$ cat config.mk
export PLATFORM = sky130hd
export DESIGN_NAME = freq_stable_flag_switch
export DESIGN_NICKNAME = d
export VERILOG_FILES = /design/src/design/freq_stable_flag_pkg.sv /design/src/design/freq_stable_flag_src_gen.sv /design/src/design/freq_stable_flag_edge_det.sv /design/src/design/freq_stable_flag_switch.sv
export SDC_FILE = /design/constraint.sdc
export NUM_CORES = 1
export LEC_CHECK = 0
export CAP_MARGIN = 20
export CORE_ASPECT_RATIO = 0.8
export CORE_UTILIZATION = 47
export DETAILED_ROUTE_END_ITERATION = 12
export DONT_BUFFER_PORTS = 1
export GPL_TIMING_DRIVEN = 0
export SYNTH_ARGS = -nofsm -noshare
export SYNTH_HDL_FRONTEND = slang
export SYNTH_SLANG_ARGS = --single-unit
$ cat constraint.sdc
create_clock -name clk -period 2.8 [get_ports clk]
set_input_delay 0.56 -clock clk [delete_from_list [all_inputs] [get_ports clk]]
set_output_delay 0.56 -clock clk [all_outputs]
set_load 0.02 [all_outputs]
$ cat src/design/freq_stable_flag_pkg.sv
// package: register map, field layout and timing constants of the oscillator switch
package freq_stable_flag_pkg;
    localparam logic [7:0] OSC_CONTROL_OFFSET = 8'h8f;     // register address
    localparam int         FSEL_LSB           = 4;         // freq_select_field bits 6..4
    localparam int         FSEL_MSB           = 6;
    localparam int         STABLE_BIT         = 2;         // freq_stable_flag position
    localparam logic [2:0] FSEL_RESET         = 3'h0;      // slow source after reset
    localparam logic [2:0] FSEL_SLOW          = 3'h0;      // slow RC direct
    localparam logic [2:0] FSEL_FAST_DIRECT   = 3'h7;      // fast oscillator direct
    localparam logic [7:0] READ_MASK          = 8'h74;     // implemented bits
    localparam int         HANDOVER_EDGES     = 8;         // falling edges before handover
    localparam int         CLK_PERIOD_PS      = 4000;      // 250 MHz system clock
    localparam int         STAB_DELAY_US      = 4000;      // approx. 4 ms settle time
    localparam int         STAB_DELAY_CYCLES  = (STAB_DELAY_US * 1000) / (CLK_PERIOD_PS / 1000);
    localparam int         SLOW_HALF_PERIOD   = 64;        // 31.25 kHz model half period
    localparam int         FAST_HALF_PERIOD   = 2;         // 8 MHz model half period
endpackage : freq_stable_flag_pkg

$ cat src/design/freq_stable_flag_src_gen.sv
// source generator: fast tap chain and slow source, as clk-domain levels
`timescale 1ns/1ps
`default_nettype none
module freq_stable_flag_src_gen
    import freq_stable_flag_pkg::*;
#(
    parameter int FAST_HALF = FAST_HALF_PERIOD,  // cycles per fast half period
    parameter int SLOW_HALF = SLOW_HALF_PERIOD   // cycles per slow half period
) (
    input  wire logic       clk,       // system clock
    input  wire logic       sys_rst,   // synchronous reset
    output logic      [7:0] src_level  // level of each selectable source, index = code
);
    logic [7:0] fast_cnt;
    logic [7:0] slow_cnt;
    logic [6:0] taps;    // taps[0] = fast direct, taps[k] = fast / 2^k
    logic       slow_lvl;

    // fast divider and postscaler chain, one counter keeps the taps phase locked
    always_ff @(posedge clk) begin
        if (sys_rst) begin
            fast_cnt <= 8'h00;
            taps     <= 7'h00;
        end else if (fast_cnt == 8'(FAST_HALF - 1)) begin
            fast_cnt <= 8'h00;
            taps     <= taps + 7'h01;
        end else begin
            fast_cnt <= fast_cnt + 8'h01;
        end
    end

    // slow RC source model
    always_ff @(posedge clk) begin
        if (sys_rst) begin
            slow_cnt <= 8'h00;
            slow_lvl <= 1'b0;
        end else if (slow_cnt == 8'(SLOW_HALF - 1)) begin
            slow_cnt <= 8'h00;
            slow_lvl <= ~slow_lvl;
        end else begin
            slow_cnt <= slow_cnt + 8'h01;
        end
    end

    // code 111 fast direct, 110..001 halving, 000 slow direct
    assign src_level = {taps[0], taps[1], taps[2], taps[3], taps[4], taps[5], taps[6], slow_lvl};
endmodule // freq_stable_flag_src_gen
`default_nettype wire

$ cat src/design/freq_stable_flag_edge_det.sv
// falling edge detector on a same-domain level
`timescale 1ns/1ps
`default_nettype none
module freq_stable_flag_edge_det (
    input  wire logic clk,      // system clock
    input  wire logic sys_rst,  // synchronous reset
    input  wire logic level,    // observed level
    output logic      fall      // one-cycle pulse on falling edge
);
    logic prev;

    // remember last level
    always_ff @(posedge clk) begin
        if (sys_rst) prev <= 1'b0;
        else         prev <= level;
    end

    assign fall = prev & ~level;
endmodule // freq_stable_flag_edge_det
`default_nettype wire

$ cat src/design/freq_stable_flag_switch.sv
// internal oscillator frequency select register and glitch-free clock switcher
`timescale 1ns/1ps
`default_nettype none
// Contract
// [RULE_01] on change, park output low at old fall
// [RULE_02] count eight new-source falls, then hand over
// [RULE_03] leaving slow source clears flag, starts delay
// [RULE_04] fast-to-fast change sets flag after handover
// [RULE_05] fast-to-slow change ends without settle delay
// [RULE_06] three-bit field selects eight source frequencies
// [RULE_07] read-only stable flag at bit two
// [RULE_08] unimplemented bits 7,3,1,0 read zero
// [RULE_09] select field writable at any time
// [RULE_10] software polls flag before timing-critical work
// [RULE_11] settle delay expiry sets the stable flag
module freq_stable_flag_switch
    import freq_stable_flag_pkg::*;
#(
    parameter int STAB_CYCLES = STAB_DELAY_CYCLES,  // settle delay in clk cycles
    parameter int FAST_HALF   = FAST_HALF_PERIOD,   // fast source half period
    parameter int SLOW_HALF   = SLOW_HALF_PERIOD    // slow source half period
) (
    input  wire logic       clk,            // system clock, 250 MHz
    input  wire logic       sys_rst,        // synchronous reset, active high
    input  wire logic [7:0] reg_addr,       // register address
    input  wire logic [7:0] reg_wdata,      // write data
    input  wire logic       reg_wr,         // write strobe
    input  wire logic       reg_rd,         // read strobe
    output logic      [7:0] reg_rdata,      // read data, cycle after strobe
    output logic            clock_out_pin,  // switched clock output
    output logic            freq_stable_flag, // fast oscillator stable
    output logic            switch_busy     // switchover in progress
);
    typedef enum logic [3:0] {
        ST_RUN  = 4'b0001,  // output follows the active source
        ST_PARK = 4'b0010,  // waiting for old-source fall
        ST_HOLD = 4'b0100,  // held low, counting new-source falls
        ST_SETL = 4'b1000   // running, settle delay active
    } freq_stable_flag_state_t;

    freq_stable_flag_state_t state;
    freq_stable_flag_state_t next_state;
    logic [2:0]  freq_select;     // software select field
    logic [2:0]  active_sel;      // source currently on the output
    logic [2:0]  target_sel;      // source being switched to
    logic [3:0]  edge_cnt;
    logic [31:0] stab_cnt;
    logic [7:0]  src_level;
    logic        old_fall;
    logic        new_fall;
    logic        stable;
    logic        from_slow;

    // decoded bus accesses
    wire         hit      = (reg_addr == OSC_CONTROL_OFFSET);
    wire         wr_hit   = reg_wr & hit;
    wire         rd_hit   = reg_rd & hit;
    wire [2:0]   wr_sel   = reg_wdata[FSEL_MSB:FSEL_LSB];
    wire         change   = (freq_select != target_sel);
    wire [7:0]   rd_word  = ({1'b0, freq_select, 1'b0, stable, 2'b00}) & READ_MASK; // [RULE_08]
    wire         old_lvl  = src_level[active_sel];
    wire         new_lvl  = src_level[target_sel];
    wire         cnt_done = (edge_cnt == 4'(HANDOVER_EDGES - 1)) & new_fall;
    wire         stab_done = (stab_cnt == 32'(STAB_CYCLES - 1));

    function automatic logic is_slow(input logic [2:0] code);
        return code == FSEL_SLOW;
    endfunction

    freq_stable_flag_src_gen #(
        .FAST_HALF (FAST_HALF),
        .SLOW_HALF (SLOW_HALF)
    ) u_src (
        .clk       (clk),
        .sys_rst   (sys_rst),
        .src_level (src_level)   // [RULE_06]
    );

    freq_stable_flag_edge_det u_old_fall (
        .clk     (clk),
        .sys_rst (sys_rst),
        .level   (old_lvl),
        .fall    (old_fall)
    );

    freq_stable_flag_edge_det u_new_fall (
        .clk     (clk),
        .sys_rst (sys_rst),
        .level   (new_lvl),
        .fall    (new_fall)
    );

    // register write; accepted in any state
    always_ff @(posedge clk) begin
        if (sys_rst)     freq_select <= FSEL_RESET;
        else if (wr_hit) freq_select <= wr_sel;   // [RULE_09]
    end

    // read data valid only in the cycle after the strobe, zero otherwise
    always_ff @(posedge clk) begin
        if (sys_rst)     reg_rdata <= 8'h00;
        else if (rd_hit) reg_rdata <= rd_word;    // [RULE_07]
        else             reg_rdata <= 8'h00;
    end

    // switch sequencer next state
    always_comb begin
        next_state = state;
        unique case (state)
            ST_RUN:  if (change) next_state = ST_PARK;
            ST_PARK: if (old_fall) next_state = ST_HOLD;                // [RULE_01]
            ST_HOLD: if (cnt_done) begin
                next_state = (from_slow && !is_slow(target_sel)) ? ST_SETL : ST_RUN; // [RULE_05]
            end
            ST_SETL: if (change) next_state = ST_PARK;
                     else if (stab_done) next_state = ST_RUN;
            default: next_state = ST_RUN;
        endcase
    end

    // sequencer, source tracking; a rewrite mid-switch is taken at the next run
    always_ff @(posedge clk) begin
        if (sys_rst) begin
            state      <= ST_RUN;
            active_sel <= FSEL_RESET;
            target_sel <= FSEL_RESET;
            from_slow  <= 1'b1;
        end else begin
            state <= next_state;
            if ((state == ST_RUN || state == ST_SETL) && change) begin
                target_sel <= freq_select;
                // a switch cut into an unfinished settle delay still counts as leaving slow
                from_slow  <= is_slow(active_sel) || (state == ST_SETL);
            end
            if (state == ST_HOLD && cnt_done) active_sel <= target_sel;  // [RULE_02]
        end
    end

    // falling edges of the new source while parked low
    always_ff @(posedge clk) begin
        if (sys_rst)                  edge_cnt <= 4'h0;
        else if (state != ST_HOLD)    edge_cnt <= 4'h0;
        else if (new_fall)            edge_cnt <= edge_cnt + 4'h1;       // [RULE_02]
    end

    // settle counter; counts only on the newly selected source's run
    always_ff @(posedge clk) begin
        if (sys_rst)                  stab_cnt <= 32'h0;
        else if (state != ST_SETL)    stab_cnt <= 32'h0;
        else if (!stab_done)          stab_cnt <= stab_cnt + 32'h1;      // [RULE_11]
    end

    // stable flag: cleared leaving slow, set on expiry or fast-to-fast handover
    always_ff @(posedge clk) begin
        if (sys_rst) begin
            stable <= 1'b0;
        end else if (state == ST_SETL && stab_done && !change) begin
            stable <= 1'b1;                                              // [RULE_11]
        end else if (state == ST_HOLD && cnt_done && !is_slow(target_sel)) begin
            stable <= !from_slow;                                        // [RULE_03] [RULE_04]
        end else if (state == ST_PARK && from_slow && !is_slow(target_sel)) begin
            stable <= 1'b0;                                              // [RULE_03]
        end
    end

    // output clock: follows the old source in park, low from its fall until handover, then follows the new source
    always_ff @(posedge clk) begin
        if (sys_rst)                            clock_out_pin <= 1'b0;
        else if (next_state == ST_HOLD || state == ST_HOLD) clock_out_pin <= 1'b0; // [RULE_01]
        else if (state == ST_PARK)              clock_out_pin <= old_lvl;
        else                                    clock_out_pin <= old_lvl;
    end

    // status outputs registered; software polls the flag before timed work
    always_ff @(posedge clk) begin
        if (sys_rst) begin
            freq_stable_flag <= 1'b0;
            switch_busy      <= 1'b0;
        end else begin
            freq_stable_flag <= stable;                                  // [RULE_10]
            switch_busy      <= (state == ST_PARK) || (state == ST_HOLD);
        end
    end
endmodule // freq_stable_flag_switch
`default_nettype wire

Word-level counts from Yosys, hierarchy flattened
Index checks and enable logic that the tools add are counted.
{ "word_totals": {"out_inout_bits": 11, "register_bits": 88} }
{ "op_classes": {"n_addsub": 5, "muxes": 14, "n_lt_le_gt_ge": 2, "reduce_logical": 24, "bitwise_logic": 9, "n_eq_ne": 13} }
{ "ops": {"columns": ["cell", "n"], "rows": [
  ["adder 32 x 1 -> 32 bit, second input constant", 1],
  ["equality test 32 x 20 -> 1 bit, second input constant", 1],
  ["two-way mux 4 bit", 6],
  ["adder 8 x 1 -> 8 bit, second input constant", 2],
  ["one-hot mux 4 bit (4 select lines)", 1],
  ["equality test 4 x 3 -> 1 bit, second input constant", 3],
  ["OR reduction 2 bit", 6],
  ["equality test 8 x 1 -> 1 bit, second input constant", 1],
  ["equality test 8 x 6 -> 1 bit, second input constant", 1],
  ["equality test 8 bit, second input constant", 1],
  ["logical AND 1 bit", 8],
  ["< comparator 3 x 4 -> 1 bit, second input constant", 2],
  ["adder 7 x 1 -> 7 bit, second input constant", 1],
  ["binary-select mux 1 bit (select 3 bit)", 2],
  ["zero test 3 bit", 2],
  ["bitwise AND 1 bit", 5],
  ["two-way mux 1 bit", 5],
  ["adder 4 x 1 -> 4 bit, second input constant", 1],
  ["equality test 4 x 1 -> 1 bit, second input constant", 1],
  ["equality test 4 x 2 -> 1 bit, second input constant", 1],
  ["equality test 4 bit, second input constant", 1],
  ["logical OR 1 bit", 4],
  ["!= test 4 x 3 -> 1 bit, second input constant", 1],
  ["!= test 4 bit, second input constant", 1],
  ["4 further kinds", 9]
]} }

Longest topological paths before layout
{ "depth": {"word_depth": 10, "depth_mapped": 7} }

By module
Synthesis repeated with hierarchy kept, for this count alone.
{ "hier_totals": {"cells_unflattened": 443, "hier_area_um2": 3973.8} }
{ "by_module_without_submodules": {"columns": ["mod", "instances", "area_per_inst_um2", "seq_area_each_um2", "cells_per_inst"], "rows": [
  ["freq_stable_flag_switch", 1, 2820.2, 1161.1, 317],
  ["freq_stable_flag_src_gen", 1, 1083.5, 480.5, 120],
  ["freq_stable_flag_edge_det", 2, 35.0, 20.0, 3]
]} }

Least setup slack after synthesis
OpenSTA, ideal clock, no wires.
{ "synth_path": {"path_type": "register -> register", "start": "register u_src.fast_cnt[0]", "end": "register u_src.taps[5]", "stages_incl_launch_ff": 7, "required_time_ns": 2.672, "path_slack_ns": 1.040, "t_arrival_ns": 1.633, "setup_time_ns": 0.128, "cell_sequence": "dfxtp_1 ha_1 or4b_1 nor4_4 nand4_1 xor2_1 nor2_1"} }
{ "synth_between": {"elab_chain_cells": 1} }
{ "synth_lines": {"columns": ["item", "line", "source"], "rows": [
  ["start, declared", "freq_stable_flag_src_gen.sv:14", "logic [7:0] fast_cnt;"],
  ["start signal, assigned", "freq_stable_flag_src_gen.sv:28", "fast_cnt <= fast_cnt + 8'h01;"],
  ["equality test 8 x 1 -> 1 bit", "freq_stable_flag_src_gen.sv:24", "end else if (fast_cnt == 8'(FAST_HALF - 1)) begin"],
  ["end signal, assigned", "freq_stable_flag_src_gen.sv:26", "taps <= taps + 7'h01;"],
  ["end, declared", "freq_stable_flag_src_gen.sv:16", "logic [6:0] taps;"]
]} }
No other way between the ends.
A chain may end at the register's enable or synchronous reset.

Worst setup path after layout
{ "layout_path": {"start": "register stab_cnt[3]", "end": "register stab_cnt[1]"} }
{ "layout_between": {"elab_chain_cells": 1} }
{ "layout_lines": {"columns": ["item", "line", "source"], "rows": [
  ["start, declared", "freq_stable_flag_switch.sv:47", "logic [31:0] stab_cnt;"],
  ["start signal, assigned", "freq_stable_flag_switch.sv:150", "else if (!stab_done) stab_cnt <= stab_cnt + 32'h1;"],
  ["equality test 32 x 20 -> 1 bit", "freq_stable_flag_switch.sv:64", "wire stab_done = (stab_cnt == 32'(STAB_CYCLES - 1));"]
]} }
No other way between the ends.

==> out/results.tsv <==
metric	value	unit
status	complete, no violations	
Max Clk Rate	494	MHz
clk sinks	84	
Post-DP HPWL	5270	um
post-synthesis compound-gate area fraction	5.43	%
Final Non-Filler Cells	553	
fraction of layout cells with a size suffix above 1	9.44	%
Tcrit/Tclk final	72.3	%
Yosys top cell by area	dfxtp_1	
setup slack, reg-to-reg	0.78	ns
Hold EP	freq_stable_flag	
starting DRC count in detailed routing	133	
antenna violations before repair	0	
largest net degree at the start of global routing	16	
Slew Limit Fails	0	
grt total ovfl	0	
worst min-delay path class	primary input to flip-flop	
Clock Latency Late Sink	0.36	ns
WS Path Type	flip-flop to flip-flop	
synth top area cells	dfxtp_1, nor2_1, xor2_1	
Die Height	82.7	um
fin area	4180	sq um
global-route wire length before repair	12000	um
startpoint types	flip-flop	
Final Net Count	466	
DR pass1 iterations	4	
Hold Crit Start	sys_rst	
Seq cells post-synth	84	
synth warn	0	
Resize count post-CTS	0	
simple-gate share of the synthesized area	28.6	%
Hold Vio Cnt, Final	0	
largest family of logic cells by synthesized area	simple AND/OR/NAND/NOR gates	
Wirelength per Cell	13.2	um
sequential-to-total area share from yosys stat	44.0	%
DRC errors left	0	
CP required	3.03	ns
cell with the most instances after synthesis	dfxtp_1	
vias in the first global route	2538	
core region area	7910	sq um
CP Capture Type	flip-flop	
Worst-Margin Slew	0.795	ns
CTS tree	done	
P per Cell Area	531	nW/um^2
syn avg cell area	8.98	sq um
synthesized cell area	3820	sq um
starting density of the core	48.3	%
Leakage	1.50	nW
Post-Route WL	7300	um
Area after DPL	3970	sq um
CTS Buf Count	9	
Reg clk slew, reported paths	0.09	ns
Placed Instances	537	
ant diodes	0	
setup_tns	0	ns
Tot GR Track Use	18.7	%
Cell variety after synth	53	
unrepaired setup endpoints after global routing	false	
minimum clock period	2.02	ns
Post-synth EDFFs	0	
maxcap violations	0	
CTS Root Cell	clkbuf_8	
final setup violation count	0	
adder-cell share of the synthesized area	1.96	%
Buffers on Ports	0	
worst clock skew	0.0127	ns
Clock Tree Buf Depth	2	
Die Footprint	8500	sq um
relative slew slack	46.2	%
maximum fanout along the worst path	10	
antenna-violating nets left	0	
FF-to-FF path depth	6	
row count	29	
chip width	103	um
io pins	31	
postcts setup bufs	0	
vias per cell	5.18	
final hold slack	0.298	ns
top cell type's share of synthesized area	44.0	%
xor/xnor share of the synthesized area	11.7	%
Hold Crit Depth	1	
reg2reg end	stab_cnt[1]	
ys async rst share	0	%
H-Tree Depth	3	
P&R area growth vs syn	9.33	%
cts hold-fix bufs	0	
Commonest cells post-synth	dfxtp_1, nor2_1, nand2_1, xor2_1, xnor2_1	
Synth Flop Type	dfxtp_1	
multiplexer share of the synthesized area	4.91	%
routed vias	2866	
Mapped Cells	426	
GP Congestion	0.756	
Reg2Reg Launch Point	stab_cnt[3]	
Peak VDD IR	0.292	mV
Worst Path Arrival	2.26	ns
==> worst max-delay path by stage <==
stage	start	end	slack, ns	depth (start not counted)
global route	state[0]	state[3]	0.52	4
global placement	stab_cnt[3]	stab_cnt[1]	0.78	6
detailed placement	stab_cnt[2]	stab_cnt[1]	0.81	6
floorplan	u_src.fast_cnt[0]	u_src.taps[5]	1.04	6
CTS	stab_cnt[2]	stab_cnt[1]	0.78	6
finish	stab_cnt[3]	stab_cnt[1]	0.78	6
==> worst max-delay path, cell delays in order, from the launching register on <==
cell	delay, ns
dfxtp_1	0.42
and4_1	0.27
nand3_1	0.14
nor4_2	0.53
buf_4	0.29
mux2i_1	0.20
nor2_1	0.05
==> layout by cell type, fill, tap and decap left out, types with 2 or more instances in the layout <==
| master | instances |
|---|---|
| nand4_1 | 13 |
| buf_1 | 2 |
| clkbuf_1 | 5 |
| buf_2 | 4 |
| clkinv_4 | 3 |
| and2_1 | 10 |
| nand3_1 | 19 |
| nor4_1 | 14 |
| o21ai_0 | 5 |
| ha_1 | 6 |
| buf_4 | 5 |
| mux2_2 | 2 |
| mux4_2 | 2 |
| nor3_1 | 11 |
| and3_1 | 9 |
| conb_1 | 4 |
| dfxtp_1 | 84 |
| nand2b_1 | 3 |
| o21a_1 | 2 |
| o211ai_1 | 6 |
| a21oi_1 | 7 |
| nand2_1 | 29 |
| or3_1 | 3 |
| and4_1 | 2 |
| clkbuf_8 | 10 |
| mux2i_1 | 12 |
| inv_1 | 10 |
| nor3b_1 | 3 |
| nor2b_1 | 5 |
| xnor2_1 | 23 |
| nor2_1 | 71 |
| or4_1 | 3 |
| or2_2 | 5 |
| xor2_1 | 28 |
| nor4_2 | 2 |
==> cells by family (layout without fill, tap and decap cells) <==
logic type,Yosys count,after routing
buffers and inverters,27,43
and+or+nand+nor,211,211
adders and majority gates,6,6
DFF,84,84
AOI/OAI and AO/OA,30,30
xor gates and xnor gates,51,51
muxes,16,16
other,1,4
==> cell type report <==
class                      instances  area [sq um]
fill                             774          3730
multi-input combinational        318          2030
sequential                        84          1680
clock buffer                      10           138
tap                              108           135
buffer                            17          88.8
clock inverter                     6          72.6
inverter                          10          37.5
==> registers in the layout, summed over array words and instances, names as in the netlist <==
register          flops
u_old_fall.prev       1
target_sel            3
state                 4
active_sel            3
freq_select           3
from_slow             1
clock_out_pin         1
edge_cnt              4
freq_stable_flag      1
switch_busy           1
u_src.slow_cnt        8
reg_rdata             4
u_src.fast_cnt        8
u_new_fall.prev       1
stable                1
u_src.slow_lvl        1
u_src.taps            7
stab_cnt             32
==> stage by stage <==
step	utilization, %	worst slack [ns]	power, W
2_1_floorplan	-	1.04	0.00133
3_3_place_gp	50.2	0.776	0.00134
3_5_place_dp	50.2	0.815	0.00135
4_1_cts	52.8	0.783	0.00224
5_1_grt	52.8	0.517	0.00231
6_report	52.8	0.776	0.00222
==> layer usage <==
layer	GRT usage (%)	vias up	share of wire, %
li1	-	1489	-
met1	26.4	1331	54
met2	27.5	41	42
met3	5.81	5	3.8
met4	5.07	0	0.60
met5	0	-	0
==> report_power, final <==
part | switching [W] | total [W] | internal (W)
Combinational | 0.0000506 | 0.0000879 | 0.0000373
Clock | 0.000457 | 0.000901 | 0.000444
Sequential | 0.0000207 | 0.00123 | 0.00121
Note: power is estimated with default switching activity, not from simulation.
